==> config.mk <==
export PLATFORM = sky130hd
export DESIGN_NAME = wipsl_slave
export DESIGN_NICKNAME = d
export VERILOG_FILES = /design/src/pkg/wipsl_pkg.sv /design/src/verilog/wipsl_slave.sv /design/src/verilog/wipsl_nv_store.sv
export SDC_FILE = /design/constraint.sdc
export NUM_CORES = 1
export LEC_CHECK = 0
export BUFFER_PORTS_ARGS = -buffer_cell sky130_fd_sc_hd__buf_4
export CAP_MARGIN = 20
export CORE_MARGIN = 8
export CORE_UTILIZATION = 50
export CTS_BUF_LIST = sky130_fd_sc_hd__clkbuf_8 sky130_fd_sc_hd__clkbuf_16
export DETAILED_ROUTE_END_ITERATION = 12
export PLACE_DENSITY = 0.66
export SYNTH_ARGS = -nofsm -noshare
export SYNTH_HDL_FRONTEND = slang
export SYNTH_SLANG_ARGS = --single-unit
==> constraint.sdc <==
create_clock -name clock -period 3.4 [get_ports clock]
set_input_delay 0.51 -clock clock [delete_from_list [all_inputs] [get_ports clock]]
set_output_delay 0.51 -clock clock [all_outputs]
set_load 0.02 [all_outputs]
==> src/pkg/wipsl_pkg.sv <==
// Shared constants and types for the two-wire wiper register slave.
package wipsl_pkg;
  localparam logic [6:0] SLAVE_PATTERN = 7'h28;
  localparam logic [7:0] ADDR_WIPER = 8'h00;
  localparam logic [7:0] ADDR_DEVICE_ID = 8'h01;
  localparam logic [7:0] ADDR_GP_FIRST = 8'h02;
  localparam logic [7:0] ADDR_GP_LAST = 8'h06;
  localparam logic [7:0] ADDR_RESERVED = 8'h07;
  localparam logic [7:0] ADDR_ACCESS = 8'h08;
  localparam int VOLATILE_SELECT_BIT = 7;
  localparam logic [7:0] WIPER_RESET = 8'h80;
  localparam logic [7:0] INITIAL_VALUE_RESET = 8'h80;
  localparam logic [7:0] ACCESS_RESET = 8'h00;
  // Arbitrary neutral identification value.
  localparam logic [7:0] DEVICE_ID_VALUE = 8'h5a;
  localparam int GP_COUNT = 5;
  localparam real NV_WRITE_TIME_US = 5.0;
  localparam int CLOCK_MHZ = 125;
  localparam int NV_WRITE_CYCLES = int'(NV_WRITE_TIME_US * CLOCK_MHZ);
  localparam int POWER_UP_CYCLES = 16;

  typedef struct packed {
    logic scl;
    logic sda;
  } wipsl_bus_type;

  typedef struct packed {
    logic dataOut;
    logic dataOe;
  } wipsl_drive_type;
endpackage : wipsl_pkg

==> src/verilog/wipsl_slave.sv <==
// Two-wire slave front end with wiper, access-control and storage handling.
//
// What this block does
// - Acts only as slave; master supplies clock and starts transfers.
// - Shifts every byte most significant bit first.
// - Drives data only while clock is low; high-clock changes mean start/stop.
// - Data line released after reset.
// - Ignores the bus until a START is seen.
// - Ignores START during power-up and non-volatile write cycles.
// - STOP after read or volatile write returns straight to standby.
// - STOP after non-volatile write starts timed cycle; standby after.
// - Releases data after 8 bits; acknowledge during ninth clock.
// - Acknowledges valid identification, address and write data bytes.
// - Identification upper seven bits must match; bit 0 selects read.
// - During non-volatile write ignore bus and leave data undriven.
// - Access-control register decides volatile or non-volatile target.
// - Write-protect low discards data byte unacknowledged, back to standby.
// - No register changes unless bytes valid and clock count correct.
// - Data byte latched to wiper or access register at last falling edge.
// - Address 0 with access register zero starts non-volatile write on STOP.
// - Read is write-address then repeated START with read identification.
// - Access-control register selects volatile or non-volatile read source.
// - Volatile select 1 reaches wiper and access register only; 0 reaches stored bytes.
// - Value written into initial-value store also lands in wiper.
// - Wiper and initial-value store share address 0.
// - Wiper resets to 80h, then reloads from stored initial value.
`timescale 1ns/1ps
module wipsl_slave #(
  parameter int NV_CYCLES = wipsl_pkg::NV_WRITE_CYCLES
) (
  input wire logic clock,
  input wire logic rst_b,
  input wipsl_pkg::wipsl_bus_type busIn,
  input wire logic writeProtect_b,
  output wipsl_pkg::wipsl_drive_type busDrive,
  output logic [7:0] wiper,
  output logic nvBusy
);
  typedef enum logic [2:0] {
    ST_IDLE = 3'b000,
    ST_ID = 3'b001,
    ST_ADDR = 3'b011,
    ST_WDATA = 3'b010,
    ST_RDATA = 3'b110,
    ST_WAITSTOP = 3'b111
  } wipsl_state_type;

  wipsl_state_type state_r;
  logic sclPrev_r;
  logic sdaPrev_r;
  logic [3:0] bitCnt_r;
  logic [7:0] shift_r;
  logic [7:0] addr_r;
  logic [7:0] access_r;
  logic [7:0] txByte_r;
  logic [7:0] wdata_r;
  logic ackPhase_r;
  logic ackDrive_r;
  logic nvPending_r;
  logic [7:0] pwrCnt_r;
  logic recalled_r;
  logic nvStart;
  logic [7:0] nvReadData;
  logic [7:0] nvReadAddr;

  wire logic sclRise = busIn.scl && !sclPrev_r;
  wire logic sclFall = !busIn.scl && sclPrev_r;
  wire logic startCond = sclPrev_r && busIn.scl && sdaPrev_r && !busIn.sda;
  wire logic stopCond = sclPrev_r && busIn.scl && !sdaPrev_r && busIn.sda;
  wire logic poweringUp = !recalled_r;
  wire logic busBlind = nvBusy || poweringUp;
  wire logic volSel = access_r[wipsl_pkg::VOLATILE_SELECT_BIT];

  function automatic logic nv_writable(input logic [7:0] a);
    nv_writable = (a == wipsl_pkg::ADDR_WIPER) ||
      (a >= wipsl_pkg::ADDR_GP_FIRST && a <= wipsl_pkg::ADDR_GP_LAST);
  endfunction : nv_writable

  ////////////////////////////////////////////////////////////////////////////
  always_ff @(posedge clock) begin
    if (!rst_b) begin
      sclPrev_r <= 1'b1;
      sdaPrev_r <= 1'b1;
    end else begin
      sclPrev_r <= busIn.scl;
      sdaPrev_r <= busIn.sda;
    end
  end

  // Power-up: wiper holds its reset value until the stored value is recalled.
  always_ff @(posedge clock) begin
    if (!rst_b) begin
      pwrCnt_r <= 8'h00;
      recalled_r <= 1'b0;
    end else if (!recalled_r) begin
      pwrCnt_r <= pwrCnt_r + 8'h01;
      if (pwrCnt_r == 8'(wipsl_pkg::POWER_UP_CYCLES)) begin
        recalled_r <= 1'b1;
      end
    end
  end

  ////////////////////////////////////////////////////////////////////////////
  // Protocol sequencer.  The bit counter runs 0..8; count 8 is the ack slot.
  always_ff @(posedge clock) begin
    if (!rst_b) begin
      state_r <= ST_IDLE;
      bitCnt_r <= 4'h0;
      shift_r <= 8'h00;
      addr_r <= 8'h00;
      wdata_r <= 8'h00;
      ackPhase_r <= 1'b0;
      nvPending_r <= 1'b0;
    end else if (busBlind) begin
      state_r <= ST_IDLE;
      bitCnt_r <= 4'h0;
      ackPhase_r <= 1'b0;
      nvPending_r <= 1'b0;
    end else if (startCond) begin
      state_r <= ST_ID;
      bitCnt_r <= 4'h0;
      ackPhase_r <= 1'b0;
      nvPending_r <= 1'b0;
    end else if (stopCond) begin
      state_r <= ST_IDLE;
      bitCnt_r <= 4'h0;
      ackPhase_r <= 1'b0;
      nvPending_r <= 1'b0;
    end else if (state_r != ST_IDLE && state_r != ST_WAITSTOP) begin
      if (sclRise && !ackPhase_r) begin
        shift_r <= {shift_r[6:0], busIn.sda};
        bitCnt_r <= bitCnt_r + 4'h1;
      end else if (sclRise && ackPhase_r && state_r == ST_RDATA && busIn.sda) begin
        state_r <= ST_WAITSTOP;
      end
      if (sclFall && bitCnt_r == 4'h8 && !ackPhase_r) begin
        ackPhase_r <= 1'b1;
        unique case (state_r)
          ST_ID: begin
            if (shift_r[7:1] != wipsl_pkg::SLAVE_PATTERN) begin
              state_r <= ST_WAITSTOP;
            end
          end
          ST_ADDR: addr_r <= shift_r;
          ST_WDATA: begin
            if (!writeProtect_b) begin
              state_r <= ST_IDLE;
            end else begin
              wdata_r <= shift_r;
              nvPending_r <= !volSel && nv_writable(addr_r);
            end
          end
          default: ;
        endcase
      end else if (sclFall && ackPhase_r) begin
        ackPhase_r <= 1'b0;
        bitCnt_r <= 4'h0;
        unique case (state_r)
          ST_ID: state_r <= shift_r[0] ? ST_RDATA : ST_ADDR;
          ST_ADDR: state_r <= ST_WDATA;
          ST_WDATA: state_r <= ST_WAITSTOP;
          default: ;
        endcase
      end
    end
  end

  // Non-volatile cycle launches only on STOP that closes a complete write.
  assign nvStart = stopCond && !busBlind && nvPending_r && state_r == ST_WAITSTOP;

  ////////////////////////////////////////////////////////////////////////////
  // Volatile registers.
  always_ff @(posedge clock) begin
    if (!rst_b) begin
      access_r <= wipsl_pkg::ACCESS_RESET;
    end else if (!busBlind && sclFall && bitCnt_r == 4'h8 && !ackPhase_r &&
                 state_r == ST_WDATA && writeProtect_b && addr_r == wipsl_pkg::ADDR_ACCESS) begin
      access_r <= {shift_r[7], 7'h00};
    end
  end

  always_ff @(posedge clock) begin
    if (!rst_b) begin
      wiper <= wipsl_pkg::WIPER_RESET;
    end else if (!recalled_r && pwrCnt_r == 8'(wipsl_pkg::POWER_UP_CYCLES)) begin
      wiper <= nvReadData;
    end else if (!busBlind && sclFall && bitCnt_r == 4'h8 && !ackPhase_r &&
                 state_r == ST_WDATA && writeProtect_b && addr_r == wipsl_pkg::ADDR_WIPER) begin
      wiper <= shift_r;
    end
  end

  ////////////////////////////////////////////////////////////////////////////
  // Read source selection.
  assign nvReadAddr = recalled_r ? addr_r : wipsl_pkg::ADDR_WIPER;

  always_ff @(posedge clock) begin
    if (!rst_b) begin
      txByte_r <= 8'h00;
    end else if (state_r == ST_RDATA && sclFall && ackPhase_r) begin
      txByte_r <= txByte_r;
    end else if (state_r != ST_RDATA || (bitCnt_r == 4'h0 && !ackPhase_r && busIn.scl)) begin
      unique case (addr_r)
        wipsl_pkg::ADDR_WIPER: txByte_r <= volSel ? wiper : nvReadData;
        wipsl_pkg::ADDR_DEVICE_ID: txByte_r <= volSel ? 8'h00 : wipsl_pkg::DEVICE_ID_VALUE;
        wipsl_pkg::ADDR_ACCESS: txByte_r <= access_r;
        default: txByte_r <= (volSel || addr_r == wipsl_pkg::ADDR_RESERVED) ? 8'h00 : nvReadData;
      endcase
    end
  end

  // Open-drain drive decided on falling edges so data moves only with clock low.
  always_ff @(posedge clock) begin
    if (!rst_b) begin
      ackDrive_r <= 1'b0;
    end else if (busBlind || startCond || stopCond) begin
      ackDrive_r <= 1'b0;
    end else if (sclFall) begin
      if (bitCnt_r == 4'h8 && !ackPhase_r && state_r != ST_RDATA) begin
        ackDrive_r <= (state_r == ST_ID) ? (shift_r[7:1] == wipsl_pkg::SLAVE_PATTERN)
                    : (state_r == ST_WDATA) ? writeProtect_b : (state_r == ST_ADDR);
      end else if (state_r == ST_RDATA && !(bitCnt_r == 4'h8 && !ackPhase_r)) begin
        // Bit 7 leaves on the acknowledge fall, and bit 7-n once n bits have been clocked.
        ackDrive_r <= !txByte_r[3'(4'h7 - (ackPhase_r ? 4'h0 : bitCnt_r))];
      end else if (state_r == ST_ID && ackPhase_r && shift_r[0]) begin
        ackDrive_r <= !txByte_r[7];
      end else begin
        ackDrive_r <= 1'b0;
      end
    end
  end

  assign busDrive.dataOut = 1'b0;
  assign busDrive.dataOe = ackDrive_r;

  wipsl_nv_store #(
    .WRITE_CYCLES(NV_CYCLES)
  ) u_store (
    .clock(clock),
    .rst_b(rst_b),
    .startWrite(nvStart),
    .writeAddr(addr_r),
    .writeData(wdata_r),
    .readAddr(nvReadAddr),
    .readData(nvReadData),
    .busy(nvBusy)
  );

  ////////////////////////////////////////////////////////////////////////////
  property p_blind_release;
    @(posedge clock) disable iff (!rst_b) nvBusy |=> !busDrive.dataOe;
  endproperty
  a_blind_release: assert property (p_blind_release) else $error("drive during nv write");

  property p_drive_clock_low;
    @(posedge clock) disable iff (!rst_b) $changed(busDrive.dataOe) |-> !sclPrev_r || !recalled_r;
  endproperty
  a_drive_clock_low: assert property (p_drive_clock_low) else $error("sda changed scl high");

  property p_wp_no_wiper;
    @(posedge clock) disable iff (!rst_b)
      (recalled_r && !writeProtect_b && !busBlind) |=> $stable(wiper);
  endproperty
  a_wp_no_wiper: assert property (p_wp_no_wiper) else $error("wiper changed under protect");

  property p_start_idle_blind;
    @(posedge clock) disable iff (!rst_b) busBlind |=> state_r == ST_IDLE;
  endproperty
  a_start_idle_blind: assert property (p_start_idle_blind) else $error("start taken blind");

  property p_nv_start_busy;
    @(posedge clock) disable iff (!rst_b) nvStart |=> nvBusy;
  endproperty
  a_nv_start_busy: assert property (p_nv_start_busy) else $error("nv cycle not started");

  property p_access_low_zero;
    @(posedge clock) disable iff (!rst_b) access_r[6:0] == 7'h00;
  endproperty
  a_access_low_zero: assert property (p_access_low_zero) else $error("access bits set");

  property p_nv_start_gate;
    @(posedge clock) disable iff (!rst_b) nvStart |-> !volSel && nv_writable(addr_r);
  endproperty
  a_nv_start_gate: assert property (p_nv_start_gate) else $error("bad nv start");

  property p_stop_idle;
    @(posedge clock) disable iff (!rst_b) (stopCond && !busBlind) |=> state_r == ST_IDLE;
  endproperty
  a_stop_idle: assert property (p_stop_idle) else $error("stop not idle");

  c_nv_write: cover property (@(posedge clock) disable iff (!rst_b) nvStart);
  c_read: cover property (@(posedge clock) disable iff (!rst_b) state_r == ST_RDATA);
  c_wp: cover property (@(posedge clock) disable iff (!rst_b)
    state_r == ST_WDATA && !writeProtect_b && sclFall && bitCnt_r == 4'h8);
endmodule : wipsl_slave

==> src/verilog/wipsl_nv_store.sv <==
// Non-volatile storage model with a self-timed write cycle.
`timescale 1ns/1ps
module wipsl_nv_store #(
  parameter int WRITE_CYCLES = wipsl_pkg::NV_WRITE_CYCLES
) (
  input wire logic clock,
  input wire logic rst_b,
  input wire logic startWrite,
  input wire logic [7:0] writeAddr,
  input wire logic [7:0] writeData,
  input wire logic [7:0] readAddr,
  output logic [7:0] readData,
  output logic busy
);
  // The cells are non-volatile, so reset leaves them alone; only factory contents are given.
  logic [7:0] mem_r [0:wipsl_pkg::GP_COUNT] =
    '{0: wipsl_pkg::INITIAL_VALUE_RESET, default: 8'h00};
  logic [7:0] pendAddr_r;
  logic [7:0] pendData_r;
  logic [31:0] count_r;

  always_ff @(posedge clock) begin
    if (!rst_b) begin
      busy <= 1'b0;
      count_r <= 32'h0;
      pendAddr_r <= 8'h00;
      pendData_r <= 8'h00;
    end else if (startWrite && !busy) begin
      busy <= 1'b1;
      count_r <= 32'(WRITE_CYCLES);
      pendAddr_r <= writeAddr;
      pendData_r <= writeData;
    end else if (busy) begin
      if (count_r <= 32'h1) begin
        busy <= 1'b0;
      end
      count_r <= count_r - 32'h1;
    end
  end

  // Slot 0 is the initial value store; slots 1..5 are general purpose bytes.
  always_ff @(posedge clock) begin
    if (rst_b && busy && count_r <= 32'h1) begin
      if (pendAddr_r == wipsl_pkg::ADDR_WIPER) begin
        mem_r[0] <= pendData_r;
      end else begin
        mem_r[3'(pendAddr_r - 8'h01)] <= pendData_r;
      end
    end
  end

  always_ff @(posedge clock) begin
    if (!rst_b) begin
      readData <= 8'h00;
    end else if (readAddr == wipsl_pkg::ADDR_WIPER) begin
      readData <= mem_r[0];
    end else if (readAddr >= wipsl_pkg::ADDR_GP_FIRST && readAddr <= wipsl_pkg::ADDR_GP_LAST) begin
      readData <= mem_r[3'(readAddr - 8'h01)];
    end else begin
      readData <= 8'h00;
    end
  end
endmodule : wipsl_nv_store

======== After elaboration in Yosys (flattened, before gate mapping) ========
Memories as Yosys holds them, arrays and structs flattened.
Index checks and enable logic that the tools add are counted.
W data, S select, Z words.
cells by class
  equality and inequality tests ........... 14
  add/sub/neg operators ................... 6
  mux-type cells .......................... 50
  $lt $le $gt $ge ......................... 6
  bitwise logic cells ..................... 5
  shifts and indexed selects .............. 0
  reduce and logical (&&, ||, !) cells .... 79
  div/mod/pow operators ................... 0
  $mul .................................... 0
operator list
  kind                     number
  $mux W8                  8
  $logic_and A1 B1 Y1      41
  $le A32 B1 Y1 const B    1
  $sub A32 B1 Y32 const B  1
  $mux W3                  9
  $logic_not A8 Y1         3
  $pmux W8 S3              1
  $mux W1                  23
  $mux W10                 2
  $ge A8 B2 Y1 const B     2
  $le A8 B3 Y1 const B     2
  $logic_not A1 Y1         12
  $mux W4                  3
  $pmux W3 S3              1
  $add A8 B1 Y8 const B    1
  $eq A8 B1 Y1 const B     1
  $eq A8 B3 Y1 const B     1
  $eq A8 B4 Y1 const B     1
  $eq A8 B5 Y1 const B     1
  $reduce_or A8 Y1         1
  $eq A7 B6 Y1 const B     1
  $mux W7                  1
  $ne A7 B6 Y1 const B     1
  $reduce_and A7 Y1        1
  other kinds (22)         41
storage, ports and cells
  bits of input ports ..................... 5
  bits in registers ....................... 119
  memory bits (read-only) ................. 0
  word-level logic and storage cells ...... 183
  output and inout bits ................... 11
  bits in latches ......................... 0
  bits in writable memories ............... 48
  memories kept ........................... 1
memory list
  name           words  width  read ports  clocked after Yosys merged registers in  wr ports  RTL line              source
  u_store.mem_r  6      8      2           0                                        1         wipsl_nv_store.sv:16  logic [7:0] mem_r [0:wipsl_pkg::GP_COUNT] =

======== Longest topological paths before layout ========
Gate-level depths: netlist of the first run.
  word-level depth ........................ 13
  gate-level depth with buffers ........... 9
  mapped depth without buffers ............ 7

======== By module ========
Synthesis of the first run repeated with hierarchy kept, for this count alone.
unflattened totals
  cell total of the unflattened synthesis .. 802
  area total of the unflattened synthesis .. 7757.4 µm²
modules (own cells, without submodules)
  module          area each (µm²)  seq. area each (µm²)  times used  cells each
  wipsl_nv_store  4466.8           2582.5                1           397
  wipsl_slave     3290.7           1241.2                1           405

======== Worst setup path after synthesis of the first run ========
No wires, ideal clock.
  path type ............................... reg2reg
  start ................................... register u_store.busy
  end ..................................... memory u_store.mem_r[1][0], enable pin
  library setup time ...................... 395 ps
  clock period less this slack ............ 2949 ps
  setup slack ............................. 451 ps
  arrival ................................. 2554 ps
  cell stages (with the launch flop) ...... 6
  buffers on the path ..................... 1
  required time ........................... 3005 ps
  cell sequence ........................... dfxtp_1 -> buf_4 -> or4b_4 -> nor4b_1 -> nand4_1 -> nor4_1
between the ends
  word-level cells in the longest chain between the ends .. 6
  elaborated cells on any way between the ends .. 9
  those cells by class .................... mux (6); reduce/logical (3)
RTL lines
  what                                                 RTL line              source
  from (decl)                                          wipsl_nv_store.sv:13  output logic busy
  from (signal assigned)                               wipsl_nv_store.sv:24  busy <= 1'b0;
  from (signal assigned)                               wipsl_nv_store.sv:29  busy <= 1'b1;
  from (signal assigned)                               wipsl_nv_store.sv:35  busy <= 1'b0;
  $logic_and A1 B1 Y1 * (2 in a row)                   wipsl_nv_store.sv:43  if (rst_b && busy && count_r <= 32'h1) begin
  $mux W1                                              wipsl_nv_store.sv:43
  $mux W1 (implied by the code)                        wipsl_nv_store.sv:47  mem_r[3'(pendAddr_r - 8'h01)] <= pendData_r;
  $reduce_or A8 Y1 (no source line)                    n/a
  $mux W3 (no source line) or $mux W1 (tied branches)  n/a
  to (decl)                                            wipsl_nv_store.sv:16
Mark *: on every way between the ends. The rest lies on a longest branch, timed or not.

======== Worst setup path after layout of the first run ========
  start ................................... register u_store.busy
  end ..................................... memory u_store.mem_r[4][7], enable pin
The elaborated chain is that of the path after synthesis.

==> impl_metrics.env, run 1 <==
export IMPL_run_status="completed"
export IMPL_via_count_of_the_first_global_routing_pass=5777
export IMPL_layout_common_cells="dfxtp_1 (119), a21oi_1 (78), nand2_1 (74), edfxtp_1 (48), nor2_1 (42)"
export IMPL_final_hold_violation_count=0
export IMPL_clockRootBuffer="clkbuf_16"
export IMPL_clk_insertion_delay_late_ns=0.43
export IMPL_ioPinCount=16
export IMPL_drt_first_iter_violations=598
export IMPL_cp_max_fo=11
export IMPL_asyncSetResetFlopFracSynth=0
export IMPL_fp_coreArea_um2=15200
export IMPL_route_final_wire_length_um=19100
export IMPL_timing_worst_setup_path_type="register to register"
export IMPL_synth_area_leaders="dfxtp_1 (31%), edfxtp_1 (19%), a21oi_1 (5.0%)"
export IMPL_hold_path_class="input port to register"
export IMPL_synthesis_nets=811
export IMPL_setup_viol=0
export IMPL_grt_start_max_net_pins=39
export IMPL_area_growth_syn_to_layout_pct=10.9
export IMPL_setup_tns_ns=0
export IMPL_rsz0062_at_grt="false"
export IMPL_timing_hold_worst_start="busIn[0]"
export IMPL_crit_reg2reg_launch="u_store.busy"
export IMPL_synthesis_instances=796
export IMPL_fp_dieW_um=141
export IMPL_tightestPinTransition_ns=0.843
export IMPL_insertedDiodeCount=0
export IMPL_post_drt_via_cell_ratio=6.22
export IMPL_distinct_cell_type_count_after_synthesis=70
export IMPL_die_height_um=141
export IMPL_ff2ff_setup_slack_ns=0.65
export IMPL_numCtsBuffers=17
export IMPL_postCtsSetupRepairBufs=0
export IMPL_whs_endpoint="sdaPrev_r"
export IMPL_crit_path_top_delay_cell="dfxtp_1"
export IMPL_timing_final_max_slew_violations=0
export IMPL_critical_path_endpoint_type="register"
export IMPL_placed_cell_area_um2=8040
export IMPL_final_nets=812
export IMPL_port_buffer_count=14
export IMPL_min_period_over_period=0.809
export IMPL_wire_per_inst_um=19.2
export IMPL_achievable_frequency_ghz=0.364
export IMPL_worst_setup_hold_path_clk_slew_ns=0.07
export IMPL_ctsHtreeMaxLevel=4
export IMPL_commonest_non_fill_non_tap_cell_in_the_layout="dfxtp_1"
export IMPL_dieArea_um2=19800
export IMPL_grt_remaining_overflow=0
export IMPL_clock_skew_ns=0.00996
export IMPL_synthDominantCellAreaShare=0.307
export IMPL_grt_pass1_wl_um=30500
export IMPL_routabilityCongestion=0.859
export IMPL_fin_crit_ns=2.75
export IMPL_final_area_um2=8610
export IMPL_dr_total_vias=6211
export IMPL_timing_max_slew_rel_slack=0.431
export IMPL_worst_r2r_path_depth=5
export IMPL_fraction_of_layout_instances_using_a_drive_strength_above_1=0.132
export IMPL_postSynth_topFlopCell="dfxtp_1"
export IMPL_timing_critical_path_required_ns=3.54
export IMPL_place_detailed_instances=966
export IMPL_synth_area_um2=7770
export IMPL_synth_enable_flop_cells=48
export IMPL_total_power_density_per_cell_area_nw_per_um2=463
export IMPL_power_leakage_nw=2.92
export IMPL_dp_final_hpwl_um=13400
export IMPL_worst_path_dominant_cell_family="simple AND/OR/NAND/NOR gates"
export IMPL_timing_critical_path_slowest_cell_delay_ns=0.56
export IMPL_kind_of_start_point_of_the_critical_path="register"
export IMPL_drtPass1Iterations=5
export IMPL_syn_area_per_cell_um2=9.76
export IMPL_cts_hold_buffers=0
export IMPL_yosysSeqAreaShare=0.492
export IMPL_number_of_antenna_violations_at_the_first_check_in_global_routing=0
export IMPL_vdd_drop_max_mv=0.343
export IMPL_min_path_cells=2
export IMPL_clock_sinks=167
export IMPL_layout_cells_non_filler=998
export IMPL_tritoncts_clock_tree="done"
export IMPL_synth_ff_latch_count=167
export IMPL_cts_max_path_buffers=2
export IMPL_detail_route_antenna_nets=0
export IMPL_grt_util_all_layers=0.195
export IMPL_cp_cell_sequence="or4b_4 > nor4b_1 > nand4_1 > nor4_1 > buf_4"
export IMPL_drc=0
export IMPL_rows=45
export IMPL_yosysWarnings=0
export IMPL_synth_largest_area_cell="dfxtp_1"
export IMPL_post_cts_repair_resize_count=0
export IMPL_cap_violations=0
export IMPL_crit_reg2reg_capture="u_store.mem_r[4][7]"
export IMPL_worst_ep_arrival_time_ns=2.89
export IMPL_critical_path_n_buffers_inverters=1
export IMPL_start_util=0.511
==> registers in the layout, indices dropped and copies added (netlist names), 8 cells and up <==
signal and flops:
addr_r 8, pwrCnt_r 8, shift_r 8, txByte_r 8
u_store.count_r 32, u_store.mem_r 48, u_store.pendAddr_r 8, u_store.pendData_r 8
u_store.readData 8, wdata_r 8, wiper 8
==> routing by layer <==
layer / track usage / vias up / routed length (um)
met1: 0.245 / 2997 / 8450
met5: 0 / - / 0
met3: 0.0547 / 45 / 1170
li1: - / 2971 / -
met4: 0.0820 / 0 / 487
met2: 0.312 / 198 / 9010
==> report_power, final <==
| group | total, W | switching, W | internal, W |
|---|---|---|---|
| Sequential | 0.00205 | 0.00000933 | 0.00204 |
| Clock | 0.00186 | 0.000841 | 0.00102 |
| Combinational | 0.0000742 | 0.0000501 | 0.0000241 |
| Total | 0.00399 | 0.000900 | 0.00309 |
==> kinds of logic after synthesis <==
group / after synthesis / synth area share
compound gates: 183 / 0.147
xor+xnor: 23 / 0.0259
fa+ha+maj: 10 / 0.0161
buf+inv: 72 / 0.0377
flops: 167 / 0.492
mux: 34 / 0.0594
other cells: 1 / 0.000483
simple gates: 306 / 0.221
==> final cells by class <==
| cell class | instances | area (um^2) |
|---|---|---|
| Sequential cell | 167 | 3820 |
| Tap cell | 188 | 235 |
| Fill cell | 1322 | 6590 |
| Multi-Input combinational cell | 557 | 3650 |
| Clock inverter | 15 | 145 |
| Timing Repair Buffer | 34 | 255 |
| Inverter | 20 | 75.1 |
| Clock buffer | 17 | 425 |
==> worst max path at each step <==
stage	start	to	slack (ns)	depth (start not counted)
floorplan	u_store.busy	u_store.mem_r[1][0]	0.45	5
global placement	u_store.busy	u_store.mem_r[5][1]	0.78	5
detailed placement	u_store.busy	u_store.mem_r[4][3]	0.71	5
CTS	u_store.busy	u_store.mem_r[4][7]	0.68	5
global route	u_store.busy	u_store.mem_r[4][3]	0.52	5
finish	u_store.busy	u_store.mem_r[4][7]	0.65	5
==> metrics by stage <==
step | total power, W | setup slack, ns | hold WS [ns] | utilization
2_1_floorplan | 0.00215 | 0.451 | 0.427 | -
6_report | 0.00399 | 0.649 | 0.314 | 0.566
3_3_place_gp | 0.00217 | 0.779 | 0.441 | 0.529
4_1_cts | 0.00402 | 0.681 | 0.303 | 0.566
5_1_grt | 0.00411 | 0.521 | 0.314 | 0.566
3_5_place_dp | 0.00217 | 0.707 | 0.446 | 0.529
==> Yosys cell counts (all sizes together), types with 6 or more instances <==
cell type and number:
dfxtp 119, a21oi 78, nand2 74, edfxtp 48
clkbuf 43, nor2 42, nand3 38, o21ai 30
or4 22, inv 20, mux2 17, nor4 16
o31ai 16, nand2b 15, nor3 15, nand4 14
xnor2 12, or3 11, xor2 11, ha 10
o211ai 10, buf 9, mux2i 9, a211oi 8
and3 8, mux4 8, nand3b 8, nor2b 6
nor4b 6
Power figures use the tool's default switching activity.
==> run 2, diff against run 1 <==
--- a/config.mk
+++ b/config.mk
@@ -5,13 +5,14 @@
 export SDC_FILE = /design/constraint.sdc
 export NUM_CORES = 1
 export LEC_CHECK = 0
+export ABC_AREA = 1
 export BUFFER_PORTS_ARGS = -buffer_cell sky130_fd_sc_hd__buf_4
 export CAP_MARGIN = 20
 export CORE_MARGIN = 8
 export CORE_UTILIZATION = 50
 export CTS_BUF_LIST = sky130_fd_sc_hd__clkbuf_8 sky130_fd_sc_hd__clkbuf_16
 export DETAILED_ROUTE_END_ITERATION = 12
-export PLACE_DENSITY = 0.66
+export PLACE_DENSITY = 0.68
 export SYNTH_ARGS = -nofsm -noshare
 export SYNTH_HDL_FRONTEND = slang
 export SYNTH_SLANG_ARGS = --single-unit
==> constraint.sdc (replaced) <==
create_clock -name clock -period 2.3 [get_ports clock]
set_input_delay 0.345 -clock clock [delete_from_list [all_inputs] [get_ports clock]]
set_output_delay 0.345 -clock clock [all_outputs]
set_load 0.02 [all_outputs]
==> impl_metrics.env, run 2 <==
export IMPL_die_height_um=142
export IMPL_timing_critical_path_slowest_cell_delay_ns=0.53
export IMPL_ctsHtreeMaxLevel=4
export IMPL_area_growth_syn_to_layout_pct=11.1
export IMPL_setup_viol=0
export IMPL_route_final_wire_length_um=18500
export IMPL_largest_register_ffs=48
export IMPL_yosysSeqAreaShare=0.478
export IMPL_synth_enable_flop_cells=48
export IMPL_tightestPinTransition_ns=0.565
export IMPL_fp_coreArea_um2=15800
export IMPL_hold_path_class="input port to register"
export IMPL_timing_final_max_slew_violations=0
export IMPL_total_power_density_per_cell_area_nw_per_um2=658
export IMPL_via_count_of_the_first_global_routing_pass=6248
export IMPL_synth_area_leaders="dfxtp_1 (30%), edfxtp_1 (18%), nand2_1 (8.4%)"
export IMPL_clock_skew_ns=0.00749
export IMPL_reg_top3="u_store.mem_r (48), u_store.count_r (32)"
export IMPL_wire_per_inst_um=14.4
export IMPL_clock_sinks=167
export IMPL_grt_remaining_overflow=0
export IMPL_synthesis_instances=1033
export IMPL_dieArea_um2=20300
export IMPL_worst_setup_hold_path_clk_slew_ns=0.06
export IMPL_postSynth_topFlopCell="dfxtp_1"
export IMPL_timing_worst_setup_path_type="register to register"
export IMPL_vdd_drop_max_mv=0.574
export IMPL_synth_area_um2=8000
export IMPL_drtPass1Iterations=7
export IMPL_drt_first_iter_violations=487
export IMPL_final_hold_violation_count=0
export IMPL_synth_ff_latch_count=167
export IMPL_dr_total_vias=6667
export IMPL_dp_final_hpwl_um=13500
export IMPL_postCtsSetupRepairBufs=0
export IMPL_critical_path_endpoint_type="register"
export IMPL_setup_tns_ns=0
export IMPL_drc=0
export IMPL_crit_path_top_delay_cell="dfxtp_1"
export IMPL_numCtsBuffers=17
export IMPL_post_drt_via_cell_ratio=5.20
export IMPL_cp_max_fo=14
export IMPL_cts_max_path_buffers=2
export IMPL_yosysWarnings=0
export IMPL_fp_dieW_um=142
export IMPL_commonest_non_fill_non_tap_cell_in_the_layout="nand2_1"
export IMPL_timing_max_slew_rel_slack=0.622
export IMPL_distinct_cell_type_count_after_synthesis=44
export IMPL_grt_util_all_layers=0.192
export IMPL_hold_slack_ns=0.128
export IMPL_achievable_frequency_ghz=0.470
export IMPL_timing_critical_path_required_ns=2.65
export IMPL_layout_common_cells="nand2_1 (178), nor2_1 (155), dfxtp_1 (119), inv_1 (117)"
export IMPL_port_buffer_count=14
export IMPL_synthDominantCellAreaShare=0.298
export IMPL_synth_largest_area_cell="dfxtp_1"
export IMPL_number_of_antenna_violations_at_the_first_check_in_global_routing=0
export IMPL_clk_insertion_delay_late_ns=0.43
export IMPL_synthesis_nets=1048
export IMPL_detail_route_antenna_nets=0
export IMPL_syn_area_per_cell_um2=7.74
export IMPL_final_nets=1067
export IMPL_ioPinCount=16
export IMPL_routabilityCongestion=0.878
export IMPL_fin_crit_ns=2.13
export IMPL_grt_start_max_net_pins=58
export IMPL_grt_pass1_wl_um=31000
export IMPL_min_period_over_period=0.924
export IMPL_rsz0062_at_grt="false"
export IMPL_kind_of_start_point_of_the_critical_path="register"
export IMPL_clockRootBuffer="clkbuf_16"
export IMPL_cp_cell_sequence="nand2_4 > ha_1 > inv_1 > o21ai_0 > o211ai_1 > nand3_1 > a21oi_1"
export IMPL_worst_ep_arrival_time_ns=2.48
export IMPL_fraction_of_layout_instances_using_a_drive_strength_above_1=0.111
export IMPL_synth_most_common_cell="nand2_1"
export IMPL_insertedDiodeCount=0
export IMPL_rows=46
export IMPL_cap_violations=0
export IMPL_tritoncts_clock_tree="done"
export IMPL_power_leakage_nw=3.82
export IMPL_asyncSetResetFlopFracSynth=0
export IMPL_largest_register="u_store.mem_r"
export IMPL_run_status="completed"
export IMPL_start_util=0.507
export IMPL_post_synth_most_frequent_cells="nand2_1 (178), nor2_1 (155), dfxtp_1 (119)"
run 2: changes by cell type in the layout (fill, tap and decap cells not counted), moves of 20 or more:
cell | previous run | this run
o21ai_0 | 30 | 77
nand3_1 | 38 | 77
or4_1 | 20 | 0
nor2_1 | 42 | 155
nand2_1 | 74 | 178
inv_1 | 19 | 117
o21ai_1 | 0 | 22
run 2: final timing paths:
path	start	end	slack (ns)	cells after the start
worst min-delay path	busIn[0]	sdaPrev_r	0.13	3
worst min register to register	wdata_r[2]	wdata_r[2]	0.46	2
worst max register to register	recalled_r	u_store.readData[6]	0.17	7
worst max-delay path	recalled_r	u_store.readData[6]	0.17	7
run 2: timing repair:
item / CTS / global route
hold endpoints to repair: 0 / 0
endpoints found under the setup margin: 0 / 8
hold buffers: 0 / 0
gates resized for setup: 0 / 1
run 2: where the power goes:
group	internal (W)	total, W	leakage, nW	switching [W]
sequential	0.00302	0.00304	1.52	0.0000142
clock	0.00153	0.00269	0.276	0.00116
combinational	0.0000399	0.000118	2.02	0.0000777
run 2: critical path: cells and delay by family (launching register included):
| kind | cells | cell delay [ns] |
|---|---|---|
| AND/OR/NAND/NOR | 2 | 0.31 |
| buffers and inverters | 1 | 0.27 |
| adder cells (fa/ha/maj) | 1 | 0.35 |
| flip-flops | 1 | 0.53 |
| AO/OA/AOI/OAI | 3 | 0.59 |
run 2: cell families (layout without fill, tap and decap cells):
| group | after synthesis | after routing | synth area share |
|---|---|---|---|
| other | 1 | 1 | 0.000469 |
| AOI/OAI and AO/OA | 192 | 192 | 0.124 |
| buffers and inverters | 162 | 194 | 0.0840 |
| and+or+nand+nor | 490 | 490 | 0.283 |
| adders and majority gates | 10 | 10 | 0.0156 |
| DFF | 167 | 167 | 0.478 |
| xor gates and xnor gates | 11 | 11 | 0.0144 |
run 2: area by class of cell:
| class | count | area (um^2) |
|---|---|---|
| fillers | 1497 | 6890 |
| flip-flops and latches | 167 | 3820 |
| multi-input cells | 704 | 3510 |
| inverters | 133 | 502 |
| clock buffers | 20 | 489 |
| well taps | 216 | 270 |
| repair buffers | 29 | 218 |
| clock inverters | 12 | 73.8 |
run 2: stage by stage:
stage                util  instance area [um^2]  setup WS, ns  std cells  power (W)
finish              0.563                  8880         0.175       1281    0.00584
floorplan               -                  8000         0.380       1033    0.00318
global placement    0.527                  8310         0.227       1249    0.00322
detailed placement  0.527                  8310         0.202       1249    0.00322
CTS                 0.563                  8880         0.192       1281    0.00588
global route        0.563                  8880        0.0527       1281    0.00602
run 2: metal layers:
| layer | part of all wire | GRT usage | wire, um | up-vias |
|---|---|---|---|---|
| met5 | 0 | 0 | 0 | - |
| li1 | - | - | - | 3429 |
| met1 | 0.46 | 0.247 | 8430 | 3037 |
| met2 | 0.47 | 0.309 | 8640 | 172 |
| met4 | 0.020 | 0.0733 | 367 | 0 |
| met3 | 0.056 | 0.0423 | 1040 | 29 |
